`src/design/ssf_regs.vh`:
```
// Constants for the shared serial flash slave front end.
// Assumes inclusion by the slave top only; the receive FIFO takes its depth as a parameter.
`ifndef SSF_REGS_VH
`define SSF_REGS_VH

// ----------------------------------------------------------------------
// Field widths, queue depth and reset values
// ----------------------------------------------------------------------
`define SSF_BYTE_W      4'h8
`define SSF_FIFO_DEPTH  8
`define SSF_SYNC_RST    3'h7
`define SSF_CLK_RST     3'h0
`define SSF_TX_RST      8'hff

// ----------------------------------------------------------------------
// Bit counter values at the ends of a byte, MSB first
// ----------------------------------------------------------------------
`define SSF_FIRST_BIT   3'h0
`define SSF_LAST_BIT    3'h7

`endif

```
`src/design/ssf_fifo.v`:
```
// Synchronous FIFO with valid and ready on both sides.
// Assumes one clock and a synchronous active-high reset.
`timescale 1ns/1ps
module ssf_fifo #(
    parameter WIDTH = 8,
    parameter DEPTH = 8,
    parameter AW    = 3
) (
    input  wire             clk,
    input  wire             reset,
    input  wire [WIDTH-1:0] in_data,
    input  wire             in_valid,
    output wire             in_ready,
    output wire [WIDTH-1:0] out_data,
    output wire             out_valid,
    input  wire             out_ready
);

    reg [WIDTH-1:0] mem [0:DEPTH-1];
    reg [AW-1:0]    wr_r;
    reg [AW-1:0]    rd_r;
    reg [AW:0]      cnt_r;
    wire            push;
    wire            pop;

    // Full and empty come straight from the fill count.
    assign in_ready  = (cnt_r != DEPTH[AW:0]);
    assign out_valid = (cnt_r != {(AW+1){1'b0}});
    assign out_data  = mem[rd_r];
    assign push      = in_valid & in_ready;
    assign pop       = out_valid & out_ready;

    // Pointers and count advance on accepted transfers.
    always @(posedge clk) begin
        if (reset) begin
            wr_r  <= {AW{1'b0}};
            rd_r  <= {AW{1'b0}};
            cnt_r <= {(AW+1){1'b0}};
        end else begin
            if (push) begin
                wr_r <= (wr_r == DEPTH[AW-1:0] - 1'b1) ? {AW{1'b0}}
                                                        : wr_r + 1'b1;
            end
            if (pop) begin
                rd_r <= (rd_r == DEPTH[AW-1:0] - 1'b1) ? {AW{1'b0}}
                                                        : rd_r + 1'b1;
            end
            cnt_r <= cnt_r + {{AW{1'b0}}, push} - {{AW{1'b0}}, pop};
        end
    end

    // Storage write.
    always @(posedge clk) begin
        if (push) begin
            mem[wr_r] <= in_data;
        end
    end

endmodule

```
`src/design/ssf_slave.v`:
```
// Serial flash slave front end: shifts bytes in and out over the
// shared four-wire bus and queues received bytes for the flash core.
// Assumes the serial clock and select come from an outside master and
// are oversampled by CLK, at least four CLK periods per serial phase.
// Assumes the master idles the serial clock low between frames and that
// the flash core holds the next reply byte on TX_DATA ahead of each byte
// boundary; TX_TAKE then says that byte has been taken.
// A byte cut short by a rising select is dropped, never queued, and a
// byte that meets a full receive queue is lost and flagged.
//
// Overview of operation
// - Each data input bit is captured at a rising serial clock edge.
// - Each output bit after a frame's first is shifted onto the data output at a falling clock edge.
// - With select high the slave is idle and its output is released; low enables it.
// - Only the documented ownership patterns of the shared bus are supported.
`timescale 1ns/1ps
`include "ssf_regs.vh"
module ssf_slave #(
    parameter DEPTH = `SSF_FIFO_DEPTH,
    parameter AW    = 3
) (
    input  wire       CLK,
    input  wire       RESET,
    input  wire       SCK,
    input  wire       SEL_N,
    input  wire       MOSI,
    output wire       MISO_O,
    output wire       MISO_OE,
    output wire [7:0] RX_DATA,
    output wire       RX_VALID,
    input  wire       RX_READY,
    output wire       RX_OVERRUN,
    input  wire [7:0] TX_DATA,
    output wire       TX_TAKE,
    output wire       FRAME_START,
    output wire       ARMED
);

    // ------------------------------------------------------------------
    // Input synchronisers
    // ------------------------------------------------------------------
    reg  [2:0] sck_r;
    reg  [2:0] sel_r;
    reg  [2:0] mosi_r;
    reg        sck_st_r;
    reg        sel_st_r;
    reg        mosi_st_r;
    wire       sck_rise;
    wire       sck_fall;
    wire       sel_fall;

    // Three stages per pin; a change counts once stages two and three agree.
    always @(posedge CLK) begin
        if (RESET) begin
            sck_r     <= `SSF_CLK_RST;
            sel_r     <= `SSF_SYNC_RST;
            mosi_r    <= `SSF_CLK_RST;
            sck_st_r  <= 1'b0;
            sel_st_r  <= 1'b1;
            mosi_st_r <= 1'b0;
        end else begin
            sck_r  <= {sck_r[1:0], SCK};
            sel_r  <= {sel_r[1:0], SEL_N};
            mosi_r <= {mosi_r[1:0], MOSI};
            if (sck_r[1] == sck_r[2]) begin
                sck_st_r <= sck_r[2];
            end
            if (sel_r[1] == sel_r[2]) begin
                sel_st_r <= sel_r[2];
            end
            if (mosi_r[1] == mosi_r[2]) begin
                mosi_st_r <= mosi_r[2];
            end
        end
    end

    // Edges of the settled serial clock and select.
    assign sck_rise = (sck_r[1] == sck_r[2]) & sck_r[2] & ~sck_st_r;
    assign sck_fall = (sck_r[1] == sck_r[2]) & ~sck_r[2] & sck_st_r;
    assign sel_fall = (sel_r[1] == sel_r[2]) & ~sel_r[2] & sel_st_r;

    // ------------------------------------------------------------------
    // Frame control
    // ------------------------------------------------------------------
    reg        armed_r;
    reg        active_r;
    reg        start_r;
    reg  [2:0] bit_r;
    reg  [7:0] rx_sh_r;
    reg  [7:0] tx_sh_r;
    reg        miso_r;
    reg        push_r;
    reg  [7:0] push_data_r;
    reg        ovr_r;
    reg        take_r;
    wire       fifo_in_ready;

    // Bit counter values at the ends of a byte on the wire.
    localparam [2:0] LAST_BIT  = `SSF_LAST_BIT;
    localparam [2:0] FIRST_BIT = `SSF_FIRST_BIT;

    // Arming waits for the first falling select after reset.
    // A frame runs while select stays low after arming.
    always @(posedge CLK) begin
        if (RESET) begin
            armed_r  <= 1'b0;
            active_r <= 1'b0;
            start_r  <= 1'b0;
        end else begin
            start_r <= 1'b0;
            if (sel_fall) begin
                armed_r  <= 1'b1;
                active_r <= 1'b1;
                start_r  <= 1'b1;
            end else if (sel_st_r) begin
                active_r <= 1'b0;
            end
        end
    end

    // ------------------------------------------------------------------
    // Receive path
    // ------------------------------------------------------------------
    // Receive shifter: one bit per rising serial clock edge.
    // A partial byte left when select rises is cleared with the shifter.
    always @(posedge CLK) begin
        if (RESET || !active_r) begin
            bit_r       <= 3'h0;
            rx_sh_r     <= 8'h00;
            push_r      <= 1'b0;
            push_data_r <= 8'h00;
        end else begin
            push_r <= 1'b0;
            if (sck_rise) begin
                rx_sh_r <= {rx_sh_r[6:0], mosi_st_r};
                bit_r   <= bit_r + 3'h1;
                if (bit_r == LAST_BIT) begin
                    push_r      <= 1'b1;
                    push_data_r <= {rx_sh_r[6:0], mosi_st_r};
                end
            end
        end
    end

    // Overrun is sticky until the next frame; a byte lost wins a clear.
    always @(posedge CLK) begin
        if (RESET) begin
            ovr_r <= 1'b0;
        end else if (push_r && !fifo_in_ready) begin
            ovr_r <= 1'b1;
        end else if (start_r) begin
            ovr_r <= 1'b0;
        end
    end

    // ------------------------------------------------------------------
    // Transmit path
    // ------------------------------------------------------------------
    // Transmit shifter: next bit appears at each falling clock edge.
    // The first bit stands from frame start, before the first clock edge.
    always @(posedge CLK) begin
        if (RESET) begin
            tx_sh_r <= `SSF_TX_RST;
            miso_r  <= 1'b1;
            take_r  <= 1'b0;
        end else begin
            take_r <= 1'b0;
            if (start_r) begin
                tx_sh_r <= TX_DATA;
                miso_r  <= TX_DATA[7];
                take_r  <= 1'b1;
            end else if (active_r && sck_fall) begin
                if (bit_r == FIRST_BIT) begin
                    tx_sh_r <= TX_DATA;
                    miso_r  <= TX_DATA[7];
                    take_r  <= 1'b1;
                end else begin
                    tx_sh_r <= {tx_sh_r[6:0], 1'b1};
                    miso_r  <= tx_sh_r[6];
                end
            end
        end
    end

    // ------------------------------------------------------------------
    // Outputs
    // ------------------------------------------------------------------
    // Serial output, driven only while selected after arming and
    // released otherwise, so that the other master may own the line.
    assign MISO_O      = miso_r;
    assign MISO_OE     = active_r & ~sel_st_r;

    // Handshake and status outputs, each straight from a flip-flop.
    assign TX_TAKE     = take_r;
    assign FRAME_START = start_r;
    assign ARMED       = armed_r;
    assign RX_OVERRUN  = ovr_r;

    // ------------------------------------------------------------------
    // Receive queue
    // ------------------------------------------------------------------
    ssf_fifo #(
        .WIDTH (8),
        .DEPTH (DEPTH),
        .AW    (AW)
    ) u_fifo (
        .clk       (CLK),
        .reset     (RESET),
        .in_data   (push_data_r),
        .in_valid  (push_r),
        .in_ready  (fifo_in_ready),
        .out_data  (RX_DATA),
        .out_valid (RX_VALID),
        .out_ready (RX_READY)
    );

endmodule

```
`config.mk`:
```
export PLATFORM = sky130hd
export DESIGN_NAME = ssf_slave
export DESIGN_NICKNAME = d
export VERILOG_FILES = /design/src/design/ssf_fifo.v /design/src/design/ssf_slave.v
export VERILOG_INCLUDE_DIRS = /design/src /design/src/design
export SDC_FILE = /design/constraint.sdc
export NUM_CORES = 1
export LEC_CHECK = 0
export BUFFER_PORTS_ARGS = -buffer_cell sky130_fd_sc_hd__buf_2
export CORE_ASPECT_RATIO = 1.2
export CORE_MARGIN = 2
export CORE_UTILIZATION = 35
export DETAILED_ROUTE_END_ITERATION = 12
export SYNTH_ARGS = -nofsm -noshare
export SYNTH_HDL_FRONTEND = slang
export SYNTH_SLANG_ARGS = --single-unit
```
`constraint.sdc`:
```
create_clock -name CLK -period 3.5 [get_ports CLK]
set_input_delay 0.525 -clock CLK [delete_from_list [all_inputs] [get_ports CLK]]
set_output_delay 0.525 -clock CLK [all_outputs]
set_load 0.005 [all_outputs]
```
### Word level (Yosys, flattened, before mapping)

Memory sizes are Yosys's and may differ from the RTL's. A register that Yosys moved wholly into a read port is not among the register bits.
Index checks and enable logic that the tools add are counted.

| operators by class | value |
|---|---|
| shift operators | 0 |
| multipliers | 0 |
| eq/ne operators | 7 |
| muxes and demuxes | 21 |
| divide/modulo/power cells | 0 |
| bitwise operators | 14 |
| magnitude comparators | 0 |
| reduce and logical (&&, ||, !) cells | 12 |
| add/sub/neg operators | 5 |

Operator list:

| cell | count |
|---|---|
| two-way mux 7 bit | 3 |
| two-way mux 1 bit | 14 |
| two-way mux 3 bit | 4 |
| adder 3 x 1 -> 3 bit (second input constant) | 3 |
| bitwise AND 1 bit | 9 |
| == test 3 bit (second input constant) | 3 |
| nonzero test 2 bit | 3 |
| NOT 1 bit | 5 |
| adder 4 x 1 -> 4 bit | 1 |
| inequality test 4 bit (second input constant) | 1 |
| nonzero test 4 bit | 1 |
| subtractor 4 x 1 -> 4 bit | 1 |
| == test 1 bit | 3 |
| zero test 3 bit | 1 |
| logical AND 1 bit | 2 |
| zero test 1 bit | 2 |
| AND reduction 2 bit | 1 |
| OR reduction 2 bit | 1 |
| logical OR 1 bit | 1 |

| word-level totals | value |
|---|---|
| bits in latches | 0 |
| memory bits (writable) | 64 |
| memories | 1 |
| output and inout bits | 15 |
| memory bits (read-only) | 0 |
| register bits after elaboration | 54 |

Memories:

| memory | depth | bits a word | read ports | clocked after Yosys merged registers in | write ports | line | RTL |
|---|---|---|---|---|---|---|---|
| u_fifo.mem | 8 | 8 | 1 | 1 | 1 | ssf_fifo.v:19 | `reg [WIDTH-1:0] mem [0:DEPTH-1];` |

### Logic depth before layout (Yosys ltp)

Gate-level depths: netlist of the first run.

| logic depth | value |
|---|---|
| depth after elaboration | 6 |
| depth in mapped cells | 11 |

### Hierarchy

Synthesis of the first run repeated with hierarchy kept, for this count alone.

| unflattened totals | value |
|---|---|
| cells, all modules | 349 |
| area, all modules | 4,839.6 um2 |

By module, submodules not included:

| module | sequential area each (um2) | instances | cells each | area each (um2) |
|---|---|---|---|---|
| ssf_fifo | 2,182.1 | 1 | 169 | 3,188.1 |
| ssf_slave | 880.8 | 1 | 180 | 1,651.6 |

### Worst setup path after synthesis of the first run

Ideal clock, no wire load.

| path | value |
|---|---|
| kind | register to register |
| start | register u_fifo.cnt_r[2] |
| end | register u_fifo.cnt_r[3] |
| required time | 3.379 ns |
| stages on the path, launching flop included | 10 |
| path buffers | 0 |
| arrival time | 1.984 ns |
| setup slack | 1.396 ns |
| setup time | 0.121 ns |
| path through | dfxtp_1 inv_1 ha_1 or3b_2 nand2_1 inv_1 ha_1 a21o_1 a21oi_1 mux2_2 |

| on the way | value |
|---|---|
| cells in the longest elaborated chain, start to end | 4 |
| elaborated cells on any way between the ends | 6 |

RTL lines:

| what | line | RTL |
|---|---|---|
| from (decl) | ssf_fifo.v:22 | `reg [AW:0] cnt_r;` |
| from (signal assigned) | ssf_fifo.v:38 | `cnt_r <= {(AW+1){1'b0}};` |
| from (signal assigned) | ssf_fifo.v:48 | `cnt_r <= cnt_r + {{AW{1'b0}}, push} - {{AW{1'b0}}, pop};` |
| inequality test 4 bit | ssf_fifo.v:27 | `assign in_ready = (cnt_r != DEPTH[AW:0]);` |
| bitwise AND 1 bit | ssf_fifo.v:30 | `assign push = in_valid & in_ready;` |
| net u_fifo.push | ssf_fifo.v:23 | `wire push;` |
| adder 4 x 1 -> 4 bit | ssf_fifo.v:48 |  |
| subtractor 4 x 1 -> 4 bit | ssf_fifo.v:48 |  |

The timed path passes the listed nets, and every way through them passes these cells.
A chain may end at the register's enable or synchronous reset.

==> run metrics, run 1 <==
status=finished clean; mux contribution to synthesized area=11.0%; number of synthesized flops with an enable pin=64; Hold/Removal Path Class=input pin to register; crit path DAT=2.02 ns; clk_skew=0.0112 ns; CP endpoint kind=output port; worst path required time=2.97 ns; core area=13,300 µm²; routed len/inst=14.7 µm; Initial Util=36.2%; simple-gate portion of the synthesized area=9.84%; CTS Buf Count=17; Critical R2R Capture=u_fifo.cnt_r[3]$_SDFF_PP0_; pwr/cell area=633 nW/µm²; xor and xnor area share after synthesis=0.364%; largest net degree at the start of global routing=31; RSZ-0062 raised after global routing=no; Netlist cell types=40; setup total negative slack=0 ns; CP startpoint kind=register; Cell Area, Synth=4810 µm²; Final Routed Wirelength=8370 µm; Synth Area in Adders=4.32%; diode count=0; cts hold-fix bufs=0; Area Growth Syn to Fin=19.0%; Non-Filler Instances=569; LEAKAGE=0.00180 µW; Max-slew headroom=23.0%; site row count=46; Seq cells post-synth=121; placed cell count=537; most frequent cells in the layout=edfxtp_1 (64), dfxtp_1 (57), nand2_1 (34); Mapped Cells=355; fin util=43.0%; H-tree Lvls=4; R2R setup slack=1.19 ns; post-route clock period utilization=72.8%; Die Ht=132 µm; sequential cell area fraction in the yosys report=63.7%; clk_lat worst skew=0.41 ns; via count=2,773; final instance area=5720 µm²; Setup Fix Bufs, Post-CTS=0; post-synth net total=385; deepest clock path buffer count=2; share of cells above drive strength 1=20.0%; commonest non-fill, non-tap cell in the layout=edfxtp_1; initial antenna violation count=0; minimum clock period=2.55 ns; main combinational cell family by area after synthesis=multiplexers; Die W=111 µm; Initial DRC Count=141; final slew viol count=0; # nets final=418; crit path to=RX_DATA[3]; total gr overflow=0; Setup CP Type=register to output port; dpl cell area=5100 µm²; reg2reg start=u_fifo.cnt_r[2]$_SDFF_PP0_; IO Count=29; detailed-route DRC error count=0; CP max FO=16; ANT nets after route=0; reg2reg path depth=10; clock slew at reported path FFs=0.06 ns; fmax=0.392 GHz; syn avg cell area=13.5 µm²; GR Util All Layers=11.9%; slew of the pin with the lowest slew margin=1.15 ns; max-cap violation count=0; ys flop type=edfxtp_1; vias in the first global route=2,655; Yosys warning count=0; port bufs=28; DR vias/cell=4.87; Peak supply drop=0.355 mV; first-pass GRT wire length=13,500 µm; CTS tree=done; final setup violation count=0; cts repair resizes=0; routability cong.=0.710; TritonRoute pass-1 iters=4; full die area=14,700 µm²; DP HPWL=5280 µm; Compound-Gate Fraction of Synth Area=7.50%; CTS sink count=121; Final Hold Violating Endpoints=0; Root Driver=clkbuf_16; asr flop ratio synth=0%
cells in the mapped netlist (all sizes together), types with 3 or more instances:
cell type  number  area (µm²)
edfxtp         64        1920
dfxtp          57        1140
nand2          34         128
a21oi          30         150
inv            18        67.6
mux4           16         417
ha             15         188
nand3          13        65.1
nor2           13        48.8
clkbuf         11        41.3
nor2b          10        62.6
mux2            9         101
o21ai           9        45.0
a21boi          7        52.6
and3            7        43.8
o32a            7        70.1
buf             6        48.8
nand2b          4        25.0
nor3            4        20.0
or2             3        18.8
stage by stage:
stage | hold WS [ns] | setup slack, ns | power, µW
floorplan | 0.389 | 1.40 | 1820
global placement | 0.406 | 1.24 | 1860
detailed placement | 0.406 | 1.18 | 1870
CTS | 0.289 | 0.864 | 3660
global route | 0.307 | 0.818 | 3760
finish | 0.306 | 0.951 | 3620
sequential cells by signal, summed over array words and instances (netlist names), 3 cells and up, named ones only:
name,count
sel_r,3
rx_sh_r,7
u_fifo.wr_r,3
u_fifo.cnt_r,4
bit_r,3
u_fifo.rd_r,3
push_data_r,8
mosi_r,3
tx_sh_r,7
u_fifo.mem,64
sck_r,3
logic make-up after synthesis:
kind of cell	count (synthesis)
flops	121
simple gates	96
compound gates	59
buf+inv	35
mux	26
fa+ha+maj	16
xor+xnor	2
metal layers:
| metal | share of wire [%] | routed length [µm] | vias up | GRT usage [%] |
|---|---|---|---|---|
| met1 | 44 | 3650 | 1333 | 13.4 |
| met5 | 0 | 0 | - | 0 |
| li1 | - | - | 1388 | - |
| met3 | 2.6 | 220 | 8 | 3.54 |
| met4 | 0.91 | 76 | 0 | 5.21 |
| met2 | 53 | 4430 | 44 | 20.7 |
layout make-up:
cell class | count | area [µm²]
fill | 1210 | 7570
inverter | 18 | 67.6
clock buffer | 17 | 425
tap | 168 | 210
clock inverter | 15 | 190
multi-input combinational | 199 | 1600
timing repair buffer | 31 | 163
sequential | 121 | 3060
critical path, cell delays in order (launching register included):
cell and delay, ns:
dfxtp_1 0.80, mux4_1 0.41, mux2_2 0.29, buf_2 0.13
power by group:
| group | internal (µW) | switching (µW) |
|---|---|---|
| registers | 1520 | 36.8 |
| clock network | 1130 | 650 |
| logic | 140 | 144 |
| total | 2790 | 831 |
worst min-delay path by stage:
stage                              startpoint                   to  slack (ns)  depth (start not counted)
after floorplan           sel_r[0]$_SDFF_PP1_  sel_r[1]$_SDFF_PP1_        0.39                          1
after global placement    sel_r[0]$_SDFF_PP1_  sel_r[1]$_SDFF_PP1_        0.41                          1
after detailed placement  sel_r[0]$_SDFF_PP1_  sel_r[1]$_SDFF_PP1_        0.41                          1
after CTS                               SEL_N  sel_r[0]$_SDFF_PP1_        0.29                          2
after global routing                    SEL_N  sel_r[0]$_SDFF_PP1_        0.31                          2
final                                   SEL_N  sel_r[0]$_SDFF_PP1_        0.31                          2
Power figures use the tool's default switching activity.
==> run 2: changes to the inputs <==
Settings changed: ABC_AREA set to 1.
Clock period 3.5 ns to 2.6 ns, I/O delays scaled along.
==> run metrics, run 2 <==
LEAKAGE=0.00306 µW; sequential share of power=39.7%; reg2reg path depth=10; GR Util All Layers=14.2%; fmax=0.487 GHz; Synth area leaders=edfxtp_1 (36%), dfxtp_1 (21%), nand2_1 (11%), inv_1 (7.9%), nand3_1 (4.7%); clk_skew=0.00861 ns; Setup Fix Bufs, Post-CTS=0; ys flop type=edfxtp_1; asr flop ratio synth=0%; dpl cell area=5680 µm²; max-cap violation count=0; CTS sink count=121; Final Hold Violating Endpoints=0; final instance area=6290 µm²; clock slew at reported path FFs=0.05 ns; Final Routed Wirelength=10,400 µm; detailed-route DRC error count=0; setup total negative slack=0 ns; CP Buf/Inv Count=2; core area=15,000 µm²; crit path to=RX_DATA[6]; mux contribution to synthesized area=0%; Multi-input gate area=1690 µm²; reg2reg start=u_fifo.cnt_r[2]$_SDFF_PP0_; minimum clock period=2.05 ns; Initial DRC Count=179; most frequent cells in the layout=nand2_1 (151), inv_1 (113), edfxtp_1 (64); Root Driver=clkbuf_16; pwr/cell area=848 nW/µm²; crit-path max cell delay=0.37 ns; cts hold-fix bufs=0; top cell type's share of synthesized area=35.7%; Die W=117 µm; IO Count=29; Seq cells post-synth=121; number of synthesized flops with an enable pin=64; minimum hold slack=0.170 ns; critical path's most frequent cell=nand2_1; Non-Filler Instances=855; cell with the most instances after synthesis=nand2_1; simple-gate portion of the synthesized area=23.5%; Cell Area, Synth=5390 µm²; commonest non-fill, non-tap cell in the layout=nand2_1; Critical R2R Capture=u_fifo.cnt_r[2]$_SDFF_PP0_; Reg with most FFs=u_fifo.mem; RSZ-0062 raised after global routing=no; Netlist cell types=28; share of cells above drive strength 1=14.1%; cts repair resizes=0; CP startpoint kind=register; Setup CP Type=register to output port; Area Growth Syn to Fin=16.7%; deepest clock path buffer count=2; main combinational cell family by area after synthesis=simple AND/OR/NAND/NOR gates; Initial Util=35.9%; worst path required time=2.21 ns; placed cell count=823; fin util=41.9%; delay-heaviest family, CP=buffers and inverters; Synth Area in Adders=3.86%; ANT nets after route=0; Hold/Removal Path Class=input pin to register; port bufs=28; critical path's slowest cell=dfxtp_1; Commonest cells post-synth=nand2_1 (151), inv_1 (113), edfxtp_1 (64); site row count=49; routability cong.=0.767; slew of the pin with the lowest slew margin=0.418 ns; Peak supply drop=0.388 mV; post-synth net total=630; routed len/inst=12.2 µm; Die Ht=140 µm; final slew viol count=0; syn avg cell area=8.98 µm²; final setup violation count=0; Compound-Gate Fraction of Synth Area=3.81%; worst-path cell chain=buf_4 -> nand2_1 -> nand3_1 -> nand2_1 -> nand2_1 -> nand2_1 -> buf_2; vias in the first global route=3,719; Reg area=3060 µm²; clock power share=44.2%; Switching Power=1380 µW; first-pass GRT wire length=17,800 µm; CP max FO=32; CTS tree=done; cell type with the largest total area after synthesis=edfxtp_1; diode count=0; post-route clock period utilization=79.0%; P_int=3950 µW; CTS Buf Count=17; full die area=16,400 µm²; crit path DAT=1.66 ns; xor and xnor area share after synthesis=0.163%; initial antenna violation count=0; Largest regs=u_fifo.mem: 64 flops, push_data_r: 8 flops; Sw Share=25.9%; Levels on crit path=7; max FFs per register=64; clk_lat worst skew=0.41 ns; combinational fraction of design power=16.2%; H-tree Lvls=4; TritonRoute pass-1 iters=4; fill cell count=1,468; sequential cell area fraction in the yosys report=56.9%; Yosys warning count=0; # nets final=668; Max-slew headroom=72.1%; DR vias/cell=4.38; via count=3,742; total gr overflow=0; R2R setup slack=0.72 ns; DP HPWL=6790 µm; largest net degree at the start of global routing=33; CP endpoint kind=output port; status=finished clean; Mapped Cells=600
run 2: cell types whose count changed in the layout (fill, tap and decap cells not counted), sizes merged, moves of 10 or more:
cell / previous run / this run
nand2: 34 / 160
inv: 23 / 120
nand3: 13 / 52
nor2: 13 / 50
mux4: 16 / 0
a21oi: 30 / 16
o21ai: 9 / 21
nor2b: 10 / 0
run 2: worst min path at each step:
stage,from,to,slack (ns),cells past startpoint
final,SEL_N,sel_r[0]$_SDFF_PP1_,0.17,2
after global routing,SEL_N,sel_r[0]$_SDFF_PP1_,0.16,2
after detailed placement,sck_r[0]$_SDFF_PP0_,sck_r[1]$_SDFF_PP0_,0.40,2
after floorplan,mosi_r[0]$_SDFF_PP0_,mosi_r[1]$_SDFF_PP0_,0.39,2
after global placement,sck_r[0]$_SDFF_PP0_,sck_r[1]$_SDFF_PP0_,0.39,2
after CTS,SEL_N,sel_r[0]$_SDFF_PP1_,0.15,2
run 2: power by group through the flow:
stage	Sequential [µW]	Combinational, µW	Clock, µW
2_1_floorplan	2130	700	0
4_1_cts	2120	879	2410
5_1_grt	2120	1010	2500
3_5_place_dp	2160	875	0
3_3_place_gp	2150	845	0
6_report	2120	862	2350
run 2: metrics by stage:
stage	worst slack, ns	total power [µW]
floorplan	0.771	2830
CTS	0.505	5410
finish	0.545	5330
global route	0.369	5630
global placement	0.799	3000
detailed placement	0.721	3030
run 2: cell type report:
| type | instances | share of cell area (%) |
|---|---|---|
| Sequential cell | 121 | 48.7 |
| Clock buffer | 25 | 8.24 |
| Inverter | 120 | 7.32 |
| Clock inverter | 7 | 1.39 |
| Multi-Input combinational cell | 340 | 26.8 |
| Timing Repair Buffer | 38 | 3.42 |
| Tap cell | 204 | 4.06 |
run 2: kinds of logic (layout without fill, tap and decap cells):
group | Yosys count | after routing
AO/OA/AOI/OAI | 39 | 39
XOR/XNOR | 1 | 1
adder cells (fa/ha/maj) | 16 | 16
buffers and inverters | 139 | 190
flip-flops | 121 | 121
AND/OR/NAND/NOR | 284 | 284
run 2: layer usage:
metal	share of wire, %	track usage, %	wire [µm]
met3	3.2	4.24	333
met2	49	23.7	5120
met4	1.3	4.71	131
met1	46	17.3	4830
met5	0	0	0
run 2: worst reg2reg max path: cells and delay by family, from the launching register on:
| kind | cells | cell delay [ns] |
|---|---|---|
| AOI/OAI and AO/OA | 1 | 0.10 |
| xor gates and xnor gates | 1 | 0.14 |
| adders and majority gates | 3 | 0.78 |
| buffers and inverters | 2 | 0.12 |
| DFF | 1 | 0.30 |
| and+or+nand+nor | 3 | 0.32 |
